File: src/shared/bmcr_pkg.sv
package bmcr_pkg;

  // register byte offsets
  localparam logic [11:0] OFS_ADDR_HIGH = 12'h220;
  localparam logic [11:0] OFS_ADDR_LOW  = 12'h224;
  localparam logic [11:0] OFS_BIT_MASK  = 12'h228;
  localparam logic [11:0] OFS_COMPARE   = 12'h22c;
  localparam logic [11:0] OFS_SWAP      = 12'h230;
  localparam logic [11:0] OFS_MCTRL     = 12'h234;

  // bus_master_control field positions
  localparam int POS_QUIESCE_ACK = 27;
  localparam int POS_QUIESCE_REQ = 26;
  localparam int POS_HOLD_GRANT  = 25;
  localparam int POS_HOLD_REQ    = 24;
  localparam int POS_RMW_ENABLE  = 20;
  localparam int POS_A64_BOTH_DS = 16;
  localparam int POS_TIME_OFF    = 12;
  localparam int POS_TIME_ON     = 8;
  localparam int POS_RELEASE     = 3;
  localparam int POS_FAIR        = 2;
  localparam int POS_LEVEL       = 0;

  localparam logic [31:0] RST_WORD  = 32'h0000_0000;
  localparam logic [1:0]  RST_LEVEL = 2'h3;

  // release policy codes
  localparam logic [1:0] REL_ON_OR_DONE      = 2'h0;
  localparam logic [1:0] REL_ON_REQ_OR_DONE  = 2'h1;
  localparam logic [1:0] REL_ON_BCLR_OR_DONE = 2'h2;
  localparam logic [1:0] REL_ON_DONE_AND_REQ = 2'h3;

  // timing
  localparam int CLK_PERIOD_NS  = 20;
  localparam int TIME_ON_MAX_US = 512;
  localparam int TIME_OFF_MAX_US = 64;
  localparam int TIME_ON_MAX_CYC = TIME_ON_MAX_US * 1000 / CLK_PERIOD_NS;
  localparam int TIME_OFF_MAX_CYC = TIME_OFF_MAX_US * 1000 / CLK_PERIOD_NS;
  localparam int TIME_ON_MIN_BYTES = 128;
  localparam logic [12:0] BYTES_PER_BEAT = 13'h008;

  typedef struct packed {
    logic       quiesce_request;
    logic       bus_hold_request;
    logic       rmw_enable_bit;
    logic       wide_addr_both_strobes;
    logic [2:0] master_time_off;
    logic [2:0] master_time_on;
    logic [1:0] release_policy;
    logic       fair_request_mode;
    logic [1:0] request_level;
  } bmcr_ctrl_t;

  typedef enum logic [2:0] {
    ST_IDLE,
    ST_REQ,
    ST_OWN,
    ST_RMW_RD,
    ST_RMW_WR,
    ST_OFF
  } bmcr_state_t;

endpackage

File: src/design/bmcr_top.sv
`timescale 1ns/1ps
// Overview of operation
// - register holds trigger address bits 63:32, read and write.
// - register holds trigger address bits 31:2, read and write.
// - bit mask picks which data bits join compare and swap.
// - enabled bits of read data are compared with compare value.
// - enabled swap bits are written back only on a successful compare.
// - read-modify-write cycles are armed only while control bit 20 is set.
// - throttling applies to channel and DMA cycles, not to read-modify-write.
// - quiesce bit 26 requests bus, sets bit 27, holds until cleared.
// - quiesce blocks the PCI/X channel and DMA from the bus.
// - local reset input clears the quiesce bit and releases the bus.
// - quiesce acknowledge only for ownership gained through quiesce.
// - hold bit 24 requests bus, sets bit 25, holds until cleared.
// - under hold the channel and DMA may still use the bus.
// - bit 16 asserts both strobes in A64 address phase.
// - wait time-off 0, 1 up to 64 us before re-requesting.
// - single and block transfers limit time on from 4 to 512 us.
// - 2e transfers limit time on in bytes, 128 up to 4096.
// - after time-on is used up, access again only after time-off.
// - release by field 4:3 from time-on, done, request, bus clear.
// - bit 2 selects fair or normal requester mode.
// - request drives the level chosen by field 1:0, reset 11b.
module bmcr_top
  import bmcr_pkg::*;
#(
  parameter int TON_MAX_CYC = TIME_ON_MAX_CYC
) (
  input  wire logic        CLK,
  input  wire logic        RESETN,
  input  wire logic [11:0] REG_ADDR,
  input  wire logic [31:0] REG_WDATA,
  input  wire logic        REG_WR,
  input  wire logic        REG_RD,
  output logic      [31:0] REG_RDATA,
  input  wire logic        PCI_WR,
  input  wire logic [63:0] PCI_ADDR,
  input  wire logic        CH_REQ,
  input  wire logic        DMA_REQ,
  input  wire logic        XFER_2E,
  input  wire logic        XFER_BEAT,
  output logic             CH_GRANT,
  output logic             DMA_GRANT,
  input  wire logic        BUS_GRANT_IN,
  input  wire logic        BUS_CLEAR_IN,
  input  wire logic [3:0]  BUS_REQ_IN,
  input  wire logic        LOCAL_RESET_IN_N,
  input  wire logic        VME_ACK,
  input  wire logic [31:0] VME_RDATA,
  output logic      [3:0]  BUS_REQ,
  output logic             BUS_BUSY,
  output logic             VME_RD,
  output logic             VME_WR,
  output logic      [31:0] VME_WDATA,
  output logic             RMW_DONE,
  output logic             RMW_MATCH,
  output logic             WIDE_ADDR_BOTH_STROBES
);

  bmcr_ctrl_t  ctrl_q;
  bmcr_state_t state_q, state_d;
  logic [31:0] addr_high_q, mask_q, compare_q, swap_q, rd_data_q;
  logic [29:0] addr_low_q;
  logic [7:0]  sync1_q, sync2_q;
  logic        grant_s, bclr_s, ack_s, lrst_s;
  logic [3:0]  other_s;
  logic [15:0] cnt_q;
  logic [12:0] bytes_q;
  logic        rmw_pend_q, own_by_q_q, own_by_h_q, qack_q, hack_q;
  logic        other_lvl, ton_exp, done, keep, pol_ok, release_now, want;
  logic        eff_ch, eff_dma, eff_rmw, rmw_hit, match_now;
  logic [31:0] merged;

  function automatic logic [3:0] onehot(input logic [1:0] lvl);
    onehot = 4'h1 << lvl;
  endfunction

  function automatic logic [15:0] ton_cycles(input logic [2:0] code);
    ton_cycles = 16'(TON_MAX_CYC >> (3'h7 - code));
  endfunction

  function automatic logic [15:0] toff_cycles(input logic [2:0] code);
    if (code == 3'h0) begin
      toff_cycles = 16'h0000;
    end else begin
      toff_cycles = 16'(TIME_OFF_MAX_CYC >> (3'h7 - code));
    end
  endfunction

  function automatic logic [12:0] ton_bytes(input logic [2:0] code);
    if (code <= 3'h2) begin
      ton_bytes = 13'(TIME_ON_MIN_BYTES);
    end else begin
      ton_bytes = 13'(TIME_ON_MIN_BYTES << (code - 3'h2));
    end
  endfunction

  // two-stage synchronisers for backplane inputs
  always_ff @(posedge CLK or negedge RESETN) begin
    if (!RESETN) begin
      sync1_q <= 8'h00;
      sync2_q <= 8'h00;
    end else begin
      sync1_q <= {BUS_REQ_IN, ~LOCAL_RESET_IN_N, VME_ACK, BUS_CLEAR_IN,
                  BUS_GRANT_IN};
      sync2_q <= sync1_q;
    end
  end

  assign grant_s = sync2_q[0];
  assign bclr_s  = sync2_q[1];
  assign ack_s   = sync2_q[2];
  assign lrst_s  = sync2_q[3];
  assign other_s = sync2_q[7:4];

  assign eff_ch  = CH_REQ & ~ctrl_q.quiesce_request;
  assign eff_dma = DMA_REQ & ~ctrl_q.quiesce_request;
  assign eff_rmw = rmw_pend_q & ~ctrl_q.quiesce_request;
  assign want    = ctrl_q.quiesce_request | ctrl_q.bus_hold_request |
                   eff_ch | eff_dma | eff_rmw;
  assign other_lvl = other_s[ctrl_q.request_level];

  assign ton_exp = XFER_2E ? (bytes_q >= ton_bytes(ctrl_q.master_time_on))
                           : (cnt_q >= ton_cycles(ctrl_q.master_time_on));
  assign done = ~eff_ch & ~eff_dma & ~eff_rmw;
  // ownership kept for quiesce or hold
  assign keep = (own_by_q_q & ctrl_q.quiesce_request) |
                (own_by_h_q & ctrl_q.bus_hold_request);

  always_comb begin
    case (ctrl_q.release_policy)
      REL_ON_OR_DONE:      pol_ok = ton_exp | done;
      REL_ON_REQ_OR_DONE:  pol_ok = (ton_exp & |other_s) | done;
      REL_ON_BCLR_OR_DONE: pol_ok = (ton_exp & bclr_s) | done;
      REL_ON_DONE_AND_REQ: pol_ok = (ton_exp | done) & |other_s;
      default:             pol_ok = 1'b0;
    endcase
  end
  assign release_now = ~keep & pol_ok;

  // masked compare, merge keeps unmasked read bits
  assign match_now = (((VME_RDATA ^ compare_q) & mask_q) == 32'h0000_0000);
  assign merged    = (rd_data_q & ~mask_q) | (swap_q & mask_q);

  // trigger address match only while enabled
  assign rmw_hit = PCI_WR & ctrl_q.rmw_enable_bit & ~rmw_pend_q &
                   (PCI_ADDR[63:32] == addr_high_q) &
                   (PCI_ADDR[31:2] == addr_low_q);

  always_comb begin
    state_d = state_q;
    case (state_q)
      ST_IDLE: begin
        if (want && !(ctrl_q.fair_request_mode && other_lvl)) begin
          state_d = ST_REQ;
        end
      end
      ST_REQ: begin
        if (grant_s) begin
          state_d = ST_OWN;
        end
      end
      ST_OWN: begin
        // read and write under one tenure
        if (eff_rmw && !ack_s) begin
          state_d = ST_RMW_RD;
        end else if (release_now) begin
          state_d = ST_OFF;
        end
      end
      ST_RMW_RD: begin
        if (ack_s && VME_RD) begin
          state_d = match_now ? ST_RMW_WR : ST_OWN;
        end
      end
      ST_RMW_WR: begin
        if (ack_s && VME_WR) begin
          state_d = ST_OWN;
        end
      end
      ST_OFF: begin
        if (cnt_q >= toff_cycles(ctrl_q.master_time_off)) begin
          state_d = ST_IDLE;
        end
      end
      default: state_d = ST_IDLE;
    endcase
    if (lrst_s) begin
      state_d = ST_IDLE;
    end
  end

  always_ff @(posedge CLK or negedge RESETN) begin
    if (!RESETN) begin
      state_q <= ST_IDLE;
    end else begin
      state_q <= state_d;
    end
  end

  always_ff @(posedge CLK or negedge RESETN) begin
    if (!RESETN) begin
      cnt_q   <= 16'h0000;
      bytes_q <= 13'h0000;
    end else if (state_d != state_q) begin
      cnt_q   <= 16'h0000;
      bytes_q <= 13'h0000;
    end else begin
      if (cnt_q != 16'hffff) begin
        cnt_q <= cnt_q + 16'h0001;
      end
      if (XFER_BEAT && (bytes_q < 13'h1ff8)) begin
        bytes_q <= bytes_q + BYTES_PER_BEAT;
      end
    end
  end

  // ownership cause, acknowledge tied to quiesce tenure
  always_ff @(posedge CLK or negedge RESETN) begin
    if (!RESETN) begin
      own_by_q_q <= 1'b0;
      own_by_h_q <= 1'b0;
    end else if (state_q == ST_REQ && state_d == ST_OWN) begin
      own_by_q_q <= ctrl_q.quiesce_request;
      own_by_h_q <= ctrl_q.bus_hold_request;
    end else if (state_d == ST_IDLE || state_d == ST_OFF) begin
      own_by_q_q <= 1'b0;
      own_by_h_q <= 1'b0;
    end
  end

  always_ff @(posedge CLK or negedge RESETN) begin
    if (!RESETN) begin
      qack_q <= 1'b0;
      hack_q <= 1'b0;
    end else begin
      // local reset drops the flag with the tenure, not a cycle later
      qack_q <= own_by_q_q & ctrl_q.quiesce_request & BUS_BUSY & ~lrst_s;
      hack_q <= own_by_h_q & ctrl_q.bus_hold_request & BUS_BUSY;
    end
  end

  always_ff @(posedge CLK or negedge RESETN) begin
    if (!RESETN) begin
      BUS_REQ  <= 4'h0;
      BUS_BUSY <= 1'b0;
    end else begin
      BUS_REQ  <= (state_d == ST_REQ) ? onehot(ctrl_q.request_level) : 4'h0;
      BUS_BUSY <= (state_d == ST_OWN) || (state_d == ST_RMW_RD) ||
                  (state_d == ST_RMW_WR);
    end
  end

  always_ff @(posedge CLK or negedge RESETN) begin
    if (!RESETN) begin
      CH_GRANT  <= 1'b0;
      DMA_GRANT <= 1'b0;
    end else begin
      CH_GRANT  <= (state_q == ST_OWN) && (state_d == ST_OWN) &&
                   eff_ch && !ton_exp;
      DMA_GRANT <= (state_q == ST_OWN) && (state_d == ST_OWN) &&
                   eff_dma && !eff_ch && !ton_exp;
    end
  end

  // data strobes held until acknowledge
  always_ff @(posedge CLK or negedge RESETN) begin
    if (!RESETN) begin
      VME_RD    <= 1'b0;
      VME_WR    <= 1'b0;
      VME_WDATA <= 32'h0000_0000;
      rd_data_q <= 32'h0000_0000;
    end else begin
      VME_RD <= (state_d == ST_RMW_RD) && !(ack_s && VME_RD);
      VME_WR <= (state_d == ST_RMW_WR) && (VME_WR || !ack_s) &&
                !(ack_s && VME_WR);
      if (state_q == ST_RMW_RD && ack_s && VME_RD) begin
        rd_data_q <= VME_RDATA;
      end
      if (state_q == ST_RMW_WR) begin
        VME_WDATA <= merged;
      end
    end
  end

  always_ff @(posedge CLK or negedge RESETN) begin
    if (!RESETN) begin
      rmw_pend_q <= 1'b0;
      RMW_DONE   <= 1'b0;
      RMW_MATCH  <= 1'b0;
    end else begin
      RMW_DONE <= 1'b0;
      if (rmw_hit) begin
        rmw_pend_q <= 1'b1;
      end
      if (state_q == ST_RMW_RD && ack_s && VME_RD && !match_now) begin
        rmw_pend_q <= 1'b0;
        RMW_DONE   <= 1'b1;
        RMW_MATCH  <= 1'b0;
      end
      if (state_q == ST_RMW_WR && ack_s && VME_WR) begin
        rmw_pend_q <= 1'b0;
        RMW_DONE   <= 1'b1;
        RMW_MATCH  <= 1'b1;
      end
    end
  end

  // register writes
  always_ff @(posedge CLK or negedge RESETN) begin
    if (!RESETN) begin
      addr_high_q <= RST_WORD;
      addr_low_q  <= RST_WORD[31:2];
      mask_q      <= RST_WORD;
      compare_q   <= RST_WORD;
      swap_q      <= RST_WORD;
    end else if (REG_WR) begin
      case (REG_ADDR)
        OFS_ADDR_HIGH: addr_high_q <= REG_WDATA;
        OFS_ADDR_LOW:  addr_low_q  <= REG_WDATA[31:2];
        OFS_BIT_MASK:  mask_q      <= REG_WDATA;
        OFS_COMPARE:   compare_q   <= REG_WDATA;
        OFS_SWAP:      swap_q      <= REG_WDATA;
        default:       ;
      endcase
    end
  end

  always_ff @(posedge CLK or negedge RESETN) begin
    if (!RESETN) begin
      ctrl_q               <= '0;
      ctrl_q.request_level <= RST_LEVEL;
    end else begin
      if (REG_WR && REG_ADDR == OFS_MCTRL) begin
        ctrl_q.quiesce_request        <= REG_WDATA[POS_QUIESCE_REQ];
        ctrl_q.bus_hold_request       <= REG_WDATA[POS_HOLD_REQ];
        ctrl_q.rmw_enable_bit         <= REG_WDATA[POS_RMW_ENABLE];
        ctrl_q.wide_addr_both_strobes <= REG_WDATA[POS_A64_BOTH_DS];
        ctrl_q.master_time_off <= REG_WDATA[POS_TIME_OFF+:3];
        ctrl_q.master_time_on  <= REG_WDATA[POS_TIME_ON+:3];
        ctrl_q.release_policy  <= REG_WDATA[POS_RELEASE+:2];
        ctrl_q.fair_request_mode <= REG_WDATA[POS_FAIR];
        ctrl_q.request_level   <= REG_WDATA[POS_LEVEL+:2];
      end
      if (lrst_s) begin
        ctrl_q.quiesce_request <= 1'b0;
      end
    end
  end

  // strobe mode for A64 address phase
  always_ff @(posedge CLK or negedge RESETN) begin
    if (!RESETN) begin
      WIDE_ADDR_BOTH_STROBES <= 1'b0;
    end else begin
      WIDE_ADDR_BOTH_STROBES <= ctrl_q.wide_addr_both_strobes;
    end
  end

  // register reads, data in the following cycle
  always_ff @(posedge CLK or negedge RESETN) begin
    if (!RESETN) begin
      REG_RDATA <= 32'h0000_0000;
    end else begin
      REG_RDATA <= 32'h0000_0000;
      if (REG_RD) begin
        case (REG_ADDR)
          OFS_ADDR_HIGH: REG_RDATA <= addr_high_q;
          OFS_ADDR_LOW:  REG_RDATA <= {addr_low_q, 2'h0};
          OFS_BIT_MASK:  REG_RDATA <= mask_q;
          OFS_COMPARE:   REG_RDATA <= compare_q;
          OFS_SWAP:      REG_RDATA <= swap_q;
          OFS_MCTRL: begin
            REG_RDATA[POS_QUIESCE_ACK] <= qack_q;
            REG_RDATA[POS_QUIESCE_REQ] <= ctrl_q.quiesce_request;
            REG_RDATA[POS_HOLD_GRANT]  <= hack_q;
            REG_RDATA[POS_HOLD_REQ]    <= ctrl_q.bus_hold_request;
            REG_RDATA[POS_RMW_ENABLE]  <= ctrl_q.rmw_enable_bit;
            REG_RDATA[POS_A64_BOTH_DS] <= ctrl_q.wide_addr_both_strobes;
            REG_RDATA[POS_TIME_OFF+:3] <= ctrl_q.master_time_off;
            REG_RDATA[POS_TIME_ON+:3]  <= ctrl_q.master_time_on;
            REG_RDATA[POS_RELEASE+:2]  <= ctrl_q.release_policy;
            REG_RDATA[POS_FAIR]        <= ctrl_q.fair_request_mode;
            REG_RDATA[POS_LEVEL+:2]    <= ctrl_q.request_level;
          end
          default: REG_RDATA <= 32'h0000_0000;
        endcase
      end
    end
  end
endmodule

File: config.mk
export PLATFORM = sky130hd
export DESIGN_NAME = bmcr_top
export DESIGN_NICKNAME = d
export VERILOG_FILES = /design/src/shared/bmcr_pkg.sv /design/src/design/bmcr_top.sv
export SDC_FILE = /design/constraint.sdc
export NUM_CORES = 1
export LEC_CHECK = 0
export BUFFER_PORTS_ARGS = -buffer_cell sky130_fd_sc_hd__buf_2
export CAP_MARGIN = 20
export CORE_MARGIN = 2
export CORE_UTILIZATION = 31
export CTS_BUF_LIST = sky130_fd_sc_hd__clkbuf_16
export DETAILED_ROUTE_END_ITERATION = 6
export GPL_TIMING_DRIVEN = 0
export PLACE_DENSITY = 0.54
export RECOVER_POWER = 50
export REMOVE_ABC_BUFFERS = 1
export SYNTH_ARGS = -nofsm -noshare
export SYNTH_HDL_FRONTEND = slang
export SYNTH_SLANG_ARGS = --single-unit
export TNS_END_PERCENT = 100
File: constraint.sdc
create_clock -name CLK -period 4 [get_ports CLK]
set_input_delay 0.8 -clock CLK [delete_from_list [all_inputs] [get_ports CLK]]
set_output_delay 0.8 -clock CLK [all_outputs]
set_load 0.005 [all_outputs]
==> results of run 1 <==
where the power goes:
part | internal (mW) | switching [mW]
Sequential | 3.57 | 0.151
Combinational | 0.408 | 0.546
Clock | 1.75 | 1.39
worst max-delay path, delay by kind of cell:
family / cells / cell delay (ns)
AND/OR/NAND/NOR: 5 / 2.82
multiplexers: 1 / 0.36
buffers and inverters: 2 / 0.37
cells by family (layout without fill, tap and decap cells):
| kind of cell | after synthesis | after routing |
|---|---|---|
| other | 0 | 1 |
| xor gates and xnor gates | 97 | 97 |
| DFF | 331 | 331 |
| adders and majority gates | 50 | 50 |
| buffers and inverters | 116 | 366 |
| AOI/OAI and AO/OA | 239 | 239 |
| and+or+nand+nor | 309 | 309 |
| muxes | 268 | 268 |
repair_timing:
item	in CTS	in global routing
resized for setup	2	3
buffers inserted	0	0
endpoints found under the setup margin	19	23
final cells by class:
type	instances	area share (%)
flip-flops and latches	331	41.98
diodes	1	0.01268
repair buffers	256	8.144
inverters	46	0.8810
clock buffers	39	4.944
multi-input cells	963	39.11
clock inverters	25	0.5704
well taps	688	4.361
layer usage:
| layer | global-route usage [%] | routed length (microns) |
|---|---|---|
| met1 | 25.12 | 22780 |
| met2 | 31.28 | 24920 |
| met3 | 4.633 | 3675 |
| met4 | 4.747 | 1156 |
| met5 | 0 | 60 |
Yosys cell counts, drive strengths merged (3+ instances only):
library cell | number | area share (%)
dfrtp | 329 | 50
mux2 | 212 | 15
xor2 | 77 | 4.1
a21oi | 74 | 2.3
nand2 | 69 | 1.6
nor2 | 62 | 1.4
mux2i | 55 | 3.4
ha | 50 | 3.8
nor4 | 47 | 1.8
inv | 45 | 1.0
o21ai | 37 | 1.1
clkbuf | 36 | 0.82
a22oi | 34 | 1.6
buf | 34 | 1.0
nor2b | 32 | 1.2
o22ai | 22 | 0.84
xnor2 | 20 | 1.1
nand3 | 19 | 0.58
a22o | 18 | 0.96
nand4 | 18 | 0.69
nor3 | 17 | 0.61
a222oi | 16 | 0.98
o211ai | 10 | 0.49
and3 | 8 | 0.30
and2 | 5 | 0.19
nand2b | 5 | 0.19
nor3b | 5 | 0.30
nor4b | 5 | 0.30
a211oi | 4 | 0.21
a221oi | 4 | 0.21
or2 | 4 | 0.15
nand3b | 3 | 0.14
per-stage QoR:
| stage | hold slack (ns) | setup TNS (ns) |
|---|---|---|
| after CTS | 0.1045 | 0 |
| final | 0.3490 | 0 |
| after floorplan | 0.3312 | -68.02 |
| after global routing | 0.3348 | 0 |
| after detailed placement | 0.3387 | -19.72 |
| after global placement | 0.3347 | -2045.79 |
sequential cells by signal, indices dropped and copies added (netlist names), 3 cells and up:
name and count:
swap_q 32, compare_q 32, sync1_q 8, cnt_q 16, sync2_q 8, VME_WDATA 32
state_q 3, bytes_q 10, addr_low_q 30, mask_q 32, addr_high_q 32, REG_RDATA 32
ctrl_q 15, BUS_REQ 4, rd_data_q 32
path summary, 6_finish.rpt:
path	end	slack (ns)	depth (start not counted)
setup / recovery	swap_q[13]$_DFFE_PN0P_	0.02	8
hold / removal	sync2_q[5]$_DFF_PN0_	0.35	0
setup reg to reg	bytes_q[11]$_DFFE_PN0P_	0.26	13
hold reg to reg	sync2_q[5]$_DFF_PN0_	0.35	0
max in group asynchronous	REG_RDATA[31]$_DFF_PN0_	0.73	2
min in group asynchronous	VME_WDATA[11]$_DFFE_PN0P_	0.83	1
==> impl_metrics.yaml, run 1 <==
outcome:
  status: "finished with violations"
  violations: "max-capacitance violations, max-slew violations"
routing:
  wl_per_cell_microns: 22.39
  drc: 0
  drt_first_pass_iters: 6
  avgViaCountPerCell: 5.189
  num_vias: 12190
  final_antenna_net_count: 0
  drtIter0Drc: 824
  totalWireLength_mm: 52.59
synthesis:
  syn_inst: 1410
  synthArstFlopShare_pct: 100.0
  synth-warning-count: 0
  synthSimpleGateAreaFrac_pct: 10.05
  synthFlopType: "dfrtp_1"
  synth.cell_area_sq_mm: 0.01642
  synth-xor-area-share_pct: 5.173
  synth_mux_area_share_pct: 18.02
  yosys.area_share.adder_pct: 3.809
  synth-edff-count: 0
  synth_top_family_by_area: "multiplexers"
  yosysUniqueCellTypes: 70
  synth_compound_area_share_pct: 9.614
  synth_seq_cells: 331
  seq_area_frac_synth_pct: 50.45
  postSynthAreaPerCell_sq_um: 11.65
timing:
  tightest_slew_ns: 2.048
  setup_viol: 0
  hold_violations: 0
  drv_slew: 35
  relSlewSlack_pct: -36.56
  fin_ws_ns: 0.01628
  period_share_pct: 99.59
  rsz0062_at_grt: "no"
  clock-skew-final_ns: 0.01538
  clock.fmax_mhz: 251.0
  period_needed_ns: 3.984
run:
  max_cap_viol_count: 1
placed_design:
  dpl.hpwl_mm: 38.52
  gp_congestion: 0.8737
  port_buffers: 230
  dp_cells: 2284
  placed_cell_area_sq_mm: 0.01871
  place_ws_ns: -0.4935
clocking:
  clock-root-buffer: "clkbuf_16"
  clockBufferDepth: 3
  cts_tree: "done"
  clock_latency_ns: 0.55
  h-tree-depth: 2
  clock-sinks: 331
  numCtsBuffers: 38
  ctsHoldBuffers: 0
  clk_pin_slew_worst_paths_ns: 0.06
worst_setup_path:
  critical_path_class: "input pin to flip-flop"
  regToRegStartpoint: "ctrl_q[6]$_DFFE_PN0P_"
  slowest_stage: "nor2_2"
  crit_required_ns: 4.42
  critPathArrivalTime_ns: 4.40
  cpPeakStageDelay_ns: 0.98
  crit_start: "REG_ADDR[7]"
  path_cells: "buf_2 > nor4b_2 > nand4_1 > or3b_1 > nor2_2 > and2_2 > buf_12 > mux2_2"
  cp_max_fo: 25
  crit_path_start_kind: "input pin"
  cp-end-kind: "flip-flop"
die:
  io_pins: 233
  die_w_microns: 234.2
  num_rows: 84
  start_util_pct: 31.32
  die_area_sq_mm: 0.05484
  fp.dieH_microns: 234.2
  core-area_sq_mm: 0.05245
grt:
  grt_max_degree: 117
  grt_antenna_before_repair: 4
  grt_pass1_wl_mm: 77.67
  grt_pass1_vias: 12241
  grt_usage_pct: 19.03
  overflow: 0
power_and_ir_drop:
  ir_drop_uv: 261.3
  leakagePower_nw: 9.402
  power_mw: 7.815
  p_per_area_mw_per_mm2: 395.9
layout:
  layout.nets: 1843
  final_cell_mix: "dfrtp_1, buf_2, mux2_2"
  stdcell_area_sq_mm: 0.01974
  fillCellCount: 5141
  drive_gt1_share_pct: 30.30
  multiInputGateArea_sq_mm: 0.007721
  seqCellArea_sq_mm: 0.008287
  final_common_cell: "dfrtp_1"
  finish.utilization_pct: 37.64
  area_growth_pct: 20.19
  fin_cells: 2349
min_path:
  hp-class: "flip-flop to flip-flop"
  holdCritStartpoint: "sync1_q[5]$_DFF_PN0_"
Power figures use the tool's default switching activity.
==> run 2, diff against run 1 <==
--- a/config.mk
+++ b/config.mk
@@ -8,11 +8,11 @@
 export BUFFER_PORTS_ARGS = -buffer_cell sky130_fd_sc_hd__buf_2
 export CAP_MARGIN = 20
 export CORE_MARGIN = 2
-export CORE_UTILIZATION = 31
+export CORE_UTILIZATION = 58
 export CTS_BUF_LIST = sky130_fd_sc_hd__clkbuf_16
 export DETAILED_ROUTE_END_ITERATION = 6
 export GPL_TIMING_DRIVEN = 0
-export PLACE_DENSITY = 0.54
+export PLACE_DENSITY = 0.87
 export RECOVER_POWER = 50
 export REMOVE_ABC_BUFFERS = 1
 export SYNTH_ARGS = -nofsm -noshare
==> impl_metrics.yaml, run 2 (same netlist as run 1, synthesis figures left out) <==
placed_design:
  place_ws_ns: -0.4049
  dpl.hpwl_mm: 32.67
  dp_cells: 1964
  port_buffers: 230
  gp_congestion: 0.9240
power_and_ir_drop:
  ir_drop_uv: 305.0
  leakagePower_nw: 9.072
  p_per_area_mw_per_mm2: 396.8
clocking:
  clock-sinks: 331
  h-tree-depth: 2
  clk_pin_slew_worst_paths_ns: 0.05
  clockBufferDepth: 3
  cts_tree: "done"
  clock-root-buffer: "clkbuf_16"
  ctsHoldBuffers: 0
  numCtsBuffers: 35
  clock_latency_ns: 0.53
layout:
  final_common_cell: "dfrtp_1"
  area_growth_pct: 16.13
  fillCellCount: 1960
  final_cell_mix: "dfrtp_1, mux2_2, buf_2"
  fin_cells: 2029
  layout.nets: 1833
  seqCellArea_sq_mm: 0.008287
  finish.utilization_pct: 68.47
  drive_gt1_share_pct: 26.78
  multiInputGateArea_sq_mm: 0.007749
grt:
  grt_antenna_before_repair: 2
  grt_pass1_wl_mm: 71.97
  grt_pass1_vias: 13066
  overflow: 0
  grt_max_degree: 122
  grt_usage_pct: 31.88
timing:
  tightest_slew_ns: 2.918
  period_needed_ns: 3.969
  hold_violations: 0
  fin_ws_ns: 0.03066
  clock.fmax_mhz: 251.9
  clock-skew-final_ns: 0.02986
  drv_slew: 129
  rsz0062_at_grt: "no"
  setup_viol: 0
  period_share_pct: 99.23
  relSlewSlack_pct: -94.51
routing:
  wl_per_cell_microns: 23.56
  totalWireLength_mm: 47.80
  drtIter0Drc: 1278
  avgViaCountPerCell: 6.381
  final_antenna_net_count: 0
  drc: 0
  drt_first_pass_iters: 5
  num_vias: 12947
worst_setup_path:
  crit_path_start_kind: "input pin"
  crit_required_ns: 4.38
  cp_max_fo: 40
  critical_path_class: "input pin to flip-flop"
  critPathArrivalTime_ns: 4.35
  r2r_cells: 12
  cp-end-kind: "flip-flop"
outcome:
  violations: "max-capacitance violations, max-slew violations"
  status: "finished with violations"
die:
  fp.dieH_microns: 172.3
  start_util_pct: 58.96
  die_area_sq_mm: 0.02968
  die_w_microns: 172.3
  num_rows: 61
  io_pins: 233
  core-area_sq_mm: 0.02786
min_path:
  hp-class: "flip-flop to flip-flop"
  hold_depth: 0
run:
  max_cap_viol_count: 2
## run 2: changes by cell type in the layout (fill, tap and decap cells not counted), sizes merged
| cell | change |
|---|---|
| buf | -60 |
| o211ai | +1 |
| inv | -8 |
| clkinv | +5 |
| diode | +3 |
| clkbuf | +48 |
| nor3 | +1 |
## run 2: worst paths after layout
path | start | to | slack [ns]
setup / recovery | REG_ADDR[3] | swap_q[10]$_DFFE_PN0P_ | 0.03
hold / removal | sync1_q[7]$_DFF_PN0_ | sync2_q[7]$_DFF_PN0_ | 0.35
setup reg to reg | ctrl_q[6]$_DFFE_PN0P_ | BUS_REQ[3]$_DFF_PN0_ | 0.31
hold reg to reg | sync1_q[7]$_DFF_PN0_ | sync2_q[7]$_DFF_PN0_ | 0.35
max in group asynchronous | RESETN | compare_q[2]$_DFFE_PN0P_ | 0.73
min in group asynchronous | RESETN | rd_data_q[23]$_DFFE_PN0P_ | 1.18
## run 2: metal layers
metal	routed length, microns	global-route usage, %
met1	18500	39.52
met2	21970	50.81
met3	4132	6.935
met4	3199	20.42
met5	0	0
## run 2: final cells by class
class | count | share of cell area (%)
Sequential cell | 331 | 43.45
Tap cell | 378 | 2.480
Antenna cell | 4 | 0.05248
Clock buffer | 36 | 4.723
Timing Repair Buffer | 247 | 7.170
Inverter | 46 | 0.9250
Clock inverter | 22 | 0.5773
Multi-Input combinational cell | 965 | 40.63
## run 2: what timing repair did
item                                    4_1_cts  5_1_grt
pin swaps                                     1        4
gates cloned                                  1        1
endpoints found under the setup margin       26       31
buffers inserted                              0        1
gates resized for setup                       2        5
## run 2: through the flow
stage	area (sq um)	TNS, ns	hold slack (ns)	power [mW]
after floorplan	16120	-68.02	0.3312	4.133
after global placement	17750	-1703.88	0.3347	4.611
after detailed placement	18090	-24.08	0.3363	4.673
after CTS	19130	0	0.3488	7.588
after global routing	19070	0	0.3523	7.842
final	19070	0	0.3481	7.568
## run 2: report_power, final
group	internal [mW]	total [mW]	switching, mW
sequential	3.57	3.72	0.151
clock	1.63	2.94	1.31
combinational	0.367	0.914	0.547
total	5.56	7.57	2.01
## run 2: critical path, cell delays in order
cell,delay (ns)
buf_2,0.46
or3b_1,0.99
nor2_2,0.92
and2_2,0.49
buf_12,0.27
mux2_2,0.37
